==> src/keli_pkg.sv <==
package keli_pkg;

    // register byte offsets, one aligned word each
    localparam logic [3:0] KELI_CTRL_OFS = 4'h0;
    localparam logic [3:0] KELI_CONNECT_OFS = 4'h4;
    localparam logic [3:0] KELI_STATUS_OFS = 4'h8;
    localparam logic [3:0] KELI_MASK_OFS = 4'hC;

    // word index taken from haddr[3:2]
    localparam logic [1:0] KELI_CTRL_IDX = KELI_CTRL_OFS[3:2];
    localparam logic [1:0] KELI_CONNECT_IDX = KELI_CONNECT_OFS[3:2];
    localparam logic [1:0] KELI_STATUS_IDX = KELI_STATUS_OFS[3:2];
    localparam logic [1:0] KELI_MASK_IDX = KELI_MASK_OFS[3:2];

    // key_status_control field positions
    localparam int KELI_POL_LSB = 4;
    localparam int KELI_POL_W = 4;
    localparam int KELI_FLAG_BIT = 3;
    localparam int KELI_ACK_BIT = 2;
    localparam int KELI_IE_BIT = 1;
    localparam int KELI_MODE_BIT = 0;

    // interrupt status and mask bits
    localparam int KELI_EVT_W = 2;
    localparam int KELI_EVT_KEY = 0;
    localparam int KELI_EVT_WAKE = 1;

    // pins below this index are fixed falling/low sensitive
    localparam int KELI_FIXED_PINS = 4;
    localparam int KELI_MAX_PINS = 8;

    // ahb transfer type bit that marks NONSEQ/SEQ
    localparam int KELI_HTRANS_ACT = 1;

    // address-phase signals of the ahb-lite bus
    typedef struct packed {
        logic hsel;
        logic [31:0] haddr;
        logic [1:0] htrans;
        logic hwrite;
        logic [2:0] hsize;
        logic hready;
    } keli_ahb_req_type;

    // whole state of the controller
    typedef struct packed {
        logic [KELI_POL_W-1:0] pol;
        logic flag;
        logic irq_en;
        logic mode;
        logic [KELI_MAX_PINS-1:0] connect;
        logic [KELI_EVT_W-1:0] status;
        logic [KELI_EVT_W-1:0] mask;
        logic wr_pend;
        logic wr_hit;
        logic [1:0] wr_idx;
        logic [31:0] rdata;
    } keli_state_type;

    localparam keli_state_type KELI_STATE_RST = '0;

    // state of one pin detector
    typedef struct packed {
        logic armed;
    } keli_det_state_type;

    localparam keli_det_state_type KELI_DET_RST = '0;

endpackage : keli_pkg

==> src/keli_ctrl.sv <==
`timescale 1ns/1ps
// How it works
// RULE_01: pin joins detector only when connect set
// RULE_02: pin must be seen deasserted first
// RULE_03: falling edge is 1 then 0
// RULE_04: rising edge is 0 then 1
// RULE_05: any enabled edge sets shared flag
// RULE_06: level mode edge needs others deasserted
// RULE_07: level mode holds flag while asserted
// RULE_08: deep stop bypasses detector, wakes on level
// RULE_09: irq while flag and enable set
// RULE_10: edge mode ack always clears flag; here a new event in the same cycle wins and keeps it set
// RULE_11: pins 3..0 falling, others per polarity
// RULE_12: ack bit is write-only, reads zero
// RULE_13: reset clears flag and all controls
module keli_ctrl
    import keli_pkg::*;
#(
    parameter int N_PINS = KELI_MAX_PINS
) (
    // clock and reset
    input logic clk_i,
    input logic rst_n_i,
    // ahb-lite slave
    input keli_ahb_req_type ahb_req_i,
    input logic [31:0] hwdata_i,
    output logic [31:0] hrdata_o,
    output logic hreadyout_o,
    output logic hresp_o,
    // keyboard pins and power state
    input logic [N_PINS-1:0] key_input_pin_i,
    input logic deep_stop_state_i,
    // requests
    output logic key_irq_o,
    output logic irq_o,
    output logic wake_o
);

    // polarity bits only exist for pins 4..7
    if (N_PINS <= KELI_FIXED_PINS || N_PINS > KELI_MAX_PINS) begin : g_chk
        $error("keli_ctrl: N_PINS must be 5 to 8");
    end

    keli_state_type st_reg;
    keli_state_type st_next;

    logic [N_PINS-1:0] rise_vec;
    logic [N_PINS-1:0] lvl_vec;
    logic [N_PINS-1:0] edge_vec;
    logic any_edge;
    logic any_lvl;
    logic others_lvl;
    logic edge_evt;
    logic level_hold;
    logic flag_set;
    logic take;
    logic addr_hit;
    logic ack_wr;
    logic [KELI_EVT_W-1:0] evt_vec;

    // one detector per pin; fixed pins never select rising
    for (genvar i = 0; i < N_PINS; i++) begin : g_pin
        if (i < KELI_FIXED_PINS) begin : g_fix
            assign rise_vec[i] = 1'h0; // RULE_11
        end else begin : g_sel
            assign rise_vec[i] = st_reg.pol[i-KELI_FIXED_PINS]; // RULE_11
        end
        keli_pin_det keli_pin_det_i (
            .clk_i(clk_i),
            .rst_n_i(rst_n_i),
            .pin_i(key_input_pin_i[i]),
            .connect_i(st_reg.connect[i]),
            .rise_i(rise_vec[i]),
            .freeze_i(deep_stop_state_i),
            .asserted_o(lvl_vec[i]),
            .edge_o(edge_vec[i])
        );
    end

    // event qualification across all enabled pins
    always_comb begin
        any_edge = |edge_vec; // RULE_05
        any_lvl = |lvl_vec;
        others_lvl = |(lvl_vec & ~edge_vec);
        // in level mode an edge counts only if no other pin already holds
        if (st_reg.mode) begin
            edge_evt = any_edge & ~others_lvl; // RULE_06
        end else begin
            edge_evt = any_edge;
        end
        level_hold = st_reg.mode & any_lvl & ~deep_stop_state_i; // RULE_07
        flag_set = edge_evt | level_hold;
    end

    // bus decode: zero-wait slave, data phase completes at once
    assign take = ahb_req_i.hsel & ahb_req_i.hready
        & ahb_req_i.htrans[KELI_HTRANS_ACT];
    assign addr_hit = (ahb_req_i.haddr[31:4] == 28'h000_0000);
    assign ack_wr = st_reg.wr_pend & st_reg.wr_hit
        & (st_reg.wr_idx == KELI_CTRL_IDX) & hwdata_i[KELI_ACK_BIT];
    assign evt_vec = {deep_stop_state_i & any_lvl, flag_set};

    // next state: register writes, flag, status and read data
    always_comb begin
        st_next = st_reg;
        // data phase of a write lands here, one cycle after address phase
        if (st_reg.wr_pend && st_reg.wr_hit) begin
            unique case (st_reg.wr_idx)
                KELI_CTRL_IDX: begin
                    st_next.pol = hwdata_i[KELI_POL_LSB +: KELI_POL_W];
                    st_next.irq_en = hwdata_i[KELI_IE_BIT];
                    st_next.mode = hwdata_i[KELI_MODE_BIT];
                end
                KELI_CONNECT_IDX: begin
                    st_next.connect = hwdata_i[KELI_MAX_PINS-1:0]; // RULE_01
                end
                KELI_STATUS_IDX: begin
                    // write one to clear
                    st_next.status = st_reg.status
                        & ~hwdata_i[KELI_EVT_W-1:0];
                end
                KELI_MASK_IDX: begin
                    st_next.mask = hwdata_i[KELI_EVT_W-1:0];
                end
            endcase
        end
        // a new event beats an acknowledge in the same cycle
        if (flag_set) begin
            st_next.flag = 1'h1; // RULE_05 RULE_07
        end else if (ack_wr) begin
            st_next.flag = 1'h0; // RULE_10
        end
        st_next.status = st_next.status | evt_vec;
        // address phase: remember the write, prepare read data
        st_next.wr_pend = take & ahb_req_i.hwrite;
        st_next.wr_hit = addr_hit;
        st_next.wr_idx = ahb_req_i.haddr[3:2];
        st_next.rdata = 32'h0000_0000;
        if (take && !ahb_req_i.hwrite && addr_hit) begin
            unique case (ahb_req_i.haddr[3:2])
                KELI_CTRL_IDX: begin
                    st_next.rdata[KELI_POL_LSB +: KELI_POL_W] = st_reg.pol;
                    st_next.rdata[KELI_FLAG_BIT] = st_reg.flag;
                    st_next.rdata[KELI_ACK_BIT] = 1'h0; // RULE_12
                    st_next.rdata[KELI_IE_BIT] = st_reg.irq_en;
                    st_next.rdata[KELI_MODE_BIT] = st_reg.mode;
                end
                KELI_CONNECT_IDX: begin
                    st_next.rdata[KELI_MAX_PINS-1:0] = st_reg.connect;
                end
                KELI_STATUS_IDX: begin
                    st_next.rdata[KELI_EVT_W-1:0] = st_reg.status;
                end
                KELI_MASK_IDX: begin
                    st_next.rdata[KELI_EVT_W-1:0] = st_reg.mask;
                end
            endcase
        end
    end

    // synchronous reset puts every control bit inactive
    always_ff @(posedge clk_i) begin
        if (!rst_n_i) begin
            st_reg <= KELI_STATE_RST; // RULE_13
        end else begin
            st_reg <= st_next;
        end
    end

    // outputs
    assign hrdata_o = st_reg.rdata;
    assign hreadyout_o = 1'h1;
    assign hresp_o = 1'h0;
    assign key_irq_o = st_reg.flag & st_reg.irq_en; // RULE_09
    assign irq_o = |(st_reg.status & st_reg.mask);
    // wake path is a plain level; it must work with the clock stopped
    assign wake_o = deep_stop_state_i & any_lvl; // RULE_08

    // every pin must show the level its polarity selects; fixed pins
    // have no polarity bit and always watch for low
    for (genvar p = 0; p < N_PINS; p++) begin : g_lvl_chk
        if (p < KELI_FIXED_PINS) begin : g_fix

        end else begin : g_sel

        end
    end
endmodule : keli_ctrl

==> src/keli_pin_det.sv <==
`timescale 1ns/1ps
module keli_pin_det
    import keli_pkg::*;
(
    // clock and reset
    input logic clk_i,
    input logic rst_n_i,
    // pin and its configuration
    input logic pin_i,
    input logic connect_i,
    input logic rise_i,
    input logic freeze_i,
    // detection results
    output logic asserted_o,
    output logic edge_o
);

    keli_det_state_type st_reg;
    keli_det_state_type st_next;

    // level at the selected polarity, gated by the connect bit
    assign asserted_o = connect_i & (rise_i ? pin_i : ~pin_i); // RULE_01

    // an edge needs a deasserted sample in the previous bus cycle
    assign edge_o = st_reg.armed & asserted_o & ~freeze_i; // RULE_02

    // arm only while connected and deasserted; a freeze disarms so that
    // a pin held asserted across deep stop gives no edge on exit
    always_comb begin
        st_next = st_reg;
        st_next.armed = connect_i & ~freeze_i & ~asserted_o; // RULE_03 RULE_04
    end

    always_ff @(posedge clk_i) begin
        if (!rst_n_i) begin
            st_reg <= KELI_DET_RST;
        end else begin
            st_reg <= st_next;
        end
    end
endmodule : keli_pin_det

==> config.mk <==
export PLATFORM = sky130hd
export DESIGN_NAME = keli_ctrl
export DESIGN_NICKNAME = d
export VERILOG_FILES = /design/src/keli_pkg.sv /design/src/keli_ctrl.sv /design/src/keli_pin_det.sv
export SDC_FILE = /design/constraint.sdc
export NUM_CORES = 1
export LEC_CHECK = 0
export ABC_AREA = 1
export BUFFER_PORTS_ARGS = -buffer_cell sky130_fd_sc_hd__buf_2
export CAP_MARGIN = 15
export CORE_MARGIN = 2
export CORE_UTILIZATION = 40
export CTS_CLUSTER_DIAMETER = 40
export DETAILED_ROUTE_END_ITERATION = 8
export GPL_TIMING_DRIVEN = 1
export PLACE_DENSITY = 0.77
export RECOVER_POWER = 50
export SETUP_SLACK_MARGIN = 0.4
export SYNTH_ARGS = -nofsm -noshare
export SYNTH_HDL_FRONTEND = slang
export SYNTH_SLANG_ARGS = --single-unit
==> constraint.sdc <==
create_clock -name clk_i -period 1.2 [get_ports clk_i]
set_clock_uncertainty 0.1 [all_clocks]
set_input_delay 0.18 -clock clk_i [delete_from_list [all_inputs] [get_ports clk_i]]
set_output_delay 0.18 -clock clk_i [all_outputs]
set_load 0.03 [all_outputs]
==> metrics.cfg <==
[critical_path]
start_kind = flop
worstPathMaxFanout = 2
worstPathCellList = inv_2 > nor2_4 > inv_2 > nand4_1 > nor2_1 > nand4_1 > nand2_2 > inv_2 > buf_6
crit_top_cell = inv_2
path_class = reg2out
worstPathArrival_ns = 1.38
cp-end-kind = output pin
critPathMaxStageDelay_ns = 0.33
critPathRequiredTime_ns = 0.92
slowest_stage = dfxtp_2
critPathBufInv = 4
crit_family = simple AND/OR/NAND/NOR gates

[run_status]
violations = hold timing, setup timing
status = finished, violations left

[sta]
setup_violations = 24
rsz0062_at_grt = yes
worst_pin_slew_ns = 0.501
fmax_mhz = 603
slew_headroom_pct = 66.6
fin_crit_sh_pct = 138
drv_slew = 0
period_needed_ns = 1.66
hold_viol = 1
timing.hold.ws_ns = -0.00295
setup_ws_ns = -0.457

[finish]
layout_commonest_cell = buf_2
syn_to_final_growth_pct = 55.4
largest_reg_flops = 19
diodes = 0
drive_gt1_share_pct = 55.7
finalNonFillerCells = 485
fin_nets = 497
mostFrequentLayoutCells = buf_2 (49), nand2_1 (48), nor2_1 (41)
fin_area_mm2 = 0.00323
utilization_pct = 63.7

[synthesis]
ys_seq_area_share_pct = 37.5
synth.avg_cell_area_um2 = 6.94
syn_inst = 300
synth_adder_area_share_pct = 0
synth-seq-cells = 39
synth_top_family_by_area = simple AND/OR/NAND/NOR gates
synth_compound_area_share_pct = 12.1
synth_xor_area_share_pct = 0
synth_cell_types = 24
yosys.area_share.simple_pct = 29.9
syn_area_mm2 = 0.00208
yosys_warnings = 0
synth.area.mux_share_pct = 0

[clocking]
cts_root_buf = clkbuf_8
cts_num_sinks = 39
cts_tree = done
numCtsBuffers = 5
clk_pin_slew_worst_paths_ns = 0.08
htreeDepth = 2
insertion_delay_ns = 0.31
clockBufferDepth = 2

[global_routing]
overflow = 0
first_global_vias = 2113
antenna_found_initial = 0
grt_max_degree = 18
grt_util_all_layers_pct = 19.3
grt_pass1_wl_um = 8960

[place]
placed_cell_area_mm2 = 0.00256
portBuffers = 63
dp_worst_setup_slack_ns = -0.222
dp.cells = 447
hpwl_um = 3790
gp_congestion = 0.888

[worst_hold_path]
holdCritPathClass = in2reg

[power_and_ir_drop]
internal_power_mw = 1.81
pwr-share-comb_pct = 14.2
powerDensity_mw_per_mm2 = 786
power_switching_mw = 0.729
p_leak_nw = 1.50
sw_frac_of_total_pct = 28.7
pwr-share-clk_pct = 34.5
power.share.sequential_pct = 51.3
ir_worst_vdd_mv = 0.456

[drt]
wl_per_cell_um = 12.9
drc = 0
wl_um = 6270
vias = 2294
drtIter0Drc = 146
first_pass_iters = 4
postRouteAntennaNets = 0
avgViaCountPerCell = 4.73

[floorplanning]
core_area_mm2 = 0.00507
die_x_um = 76.1
start_util_pct = 41.0
io_pins = 120
die_area_mm2 = 0.00580
die_h_um = 76.1
rows = 26

[flow_run]
drv_cap = 0

## power by group through the flow
stage / Sequential [mW] / Clock, mW / Combinational, mW
after floorplan: 1.33 / 0 / 0.239
after global placement: 1.33 / 0 / 0.312
after detailed placement: 1.33 / 0 / 0.317
after CTS: 1.30 / 0.883 / 0.336
after global routing: 1.30 / 0.945 / 0.390
final: 1.30 / 0.877 / 0.361
## worst paths after layout
path / slack [ns] / depth (start not counted) / startpoint / endpoint
worst max-delay path: -0.46 / 9 / st_reg[40] / wake_o
worst min-delay path: -0.003 / 3 / ahb_req_i[4] / st_reg[35]
worst max register to register: -0.27 / 13 / rise_vec[6] / st_reg[38]
worst min register to register: 0.38 / 2 / rise_vec[7] / rise_vec[7]
## area by class of cell
type,count,area [µm²]
fill,418,1840
inverter,37,154
clock buffer,5,68.8
timing repair buffer,120,868
tap,70,87.6
sequential,39,820
multi-input combinational,211,1220
clock inverter,3,15.0
## kinds of logic (layout without fill, tap and decap cells)
logic type | after synthesis | in the layout
and+or+nand+nor | 141 | 141
buffers and inverters | 74 | 165
AOI/OAI and AO/OA | 44 | 44
DFF | 39 | 39
other | 2 | 26
## synth_stat cells
cell type   n  share of area, %
a21oi_2     5               2.1
buf_6       1              0.54
conb_1      2              0.36
inv_2       3              0.54
nor3_2      1              0.48
dfxtp_1    39                38
a221oi_1    2              0.84
a22o_1      1              0.42
nand2_4     1              0.54
nand4_1     7               2.1
o21ai_1     5               1.2
nand2_1    65                12
or2_1       1              0.30
a21oi_1    16               3.8
buf_4      35                13
nand3_1    10               2.4
a21boi_0    1              0.36
clkbuf_1    1              0.18
inv_1      34               6.1
o21ai_0    14               3.4
nor3b_1     1              0.36
nor2_1     47               8.5
nor3_4      3               2.3
nor3_1      5               1.2
## what timing repair did
action                                  CTS  global route
pin swaps                                28            23
gates resized for setup                  81            52
hold endpoints to repair                  1             0
endpoints found under the setup margin   44            46
setup buffers                            12            18
## per-stage QoR
stage | power, mW | setup TNS [ns]
after floorplan | 1.57 | 0
after global placement | 1.65 | -0.969
after detailed placement | 1.65 | -1.14
after CTS | 2.52 | -0.947
after global routing | 2.64 | -5.29
final | 2.54 | -2.96
## metal layers
layer / wire length (µm) / track usage, % / vias up
li1: - / - / 1123
met1: 2400 / 20.6 / 1070
met2: 3370 / 35.6 / 84
met3: 346 / 4.50 / 17
met4: 159 / 9.82 / 0
met5: 0 / 0 / -
## worst min-delay path, cell delays in order
cell,delay [ns]
buf_2,0.10
nand2_1,0.05
nor2_1,0.03
(Power assumes the default switching activity.)
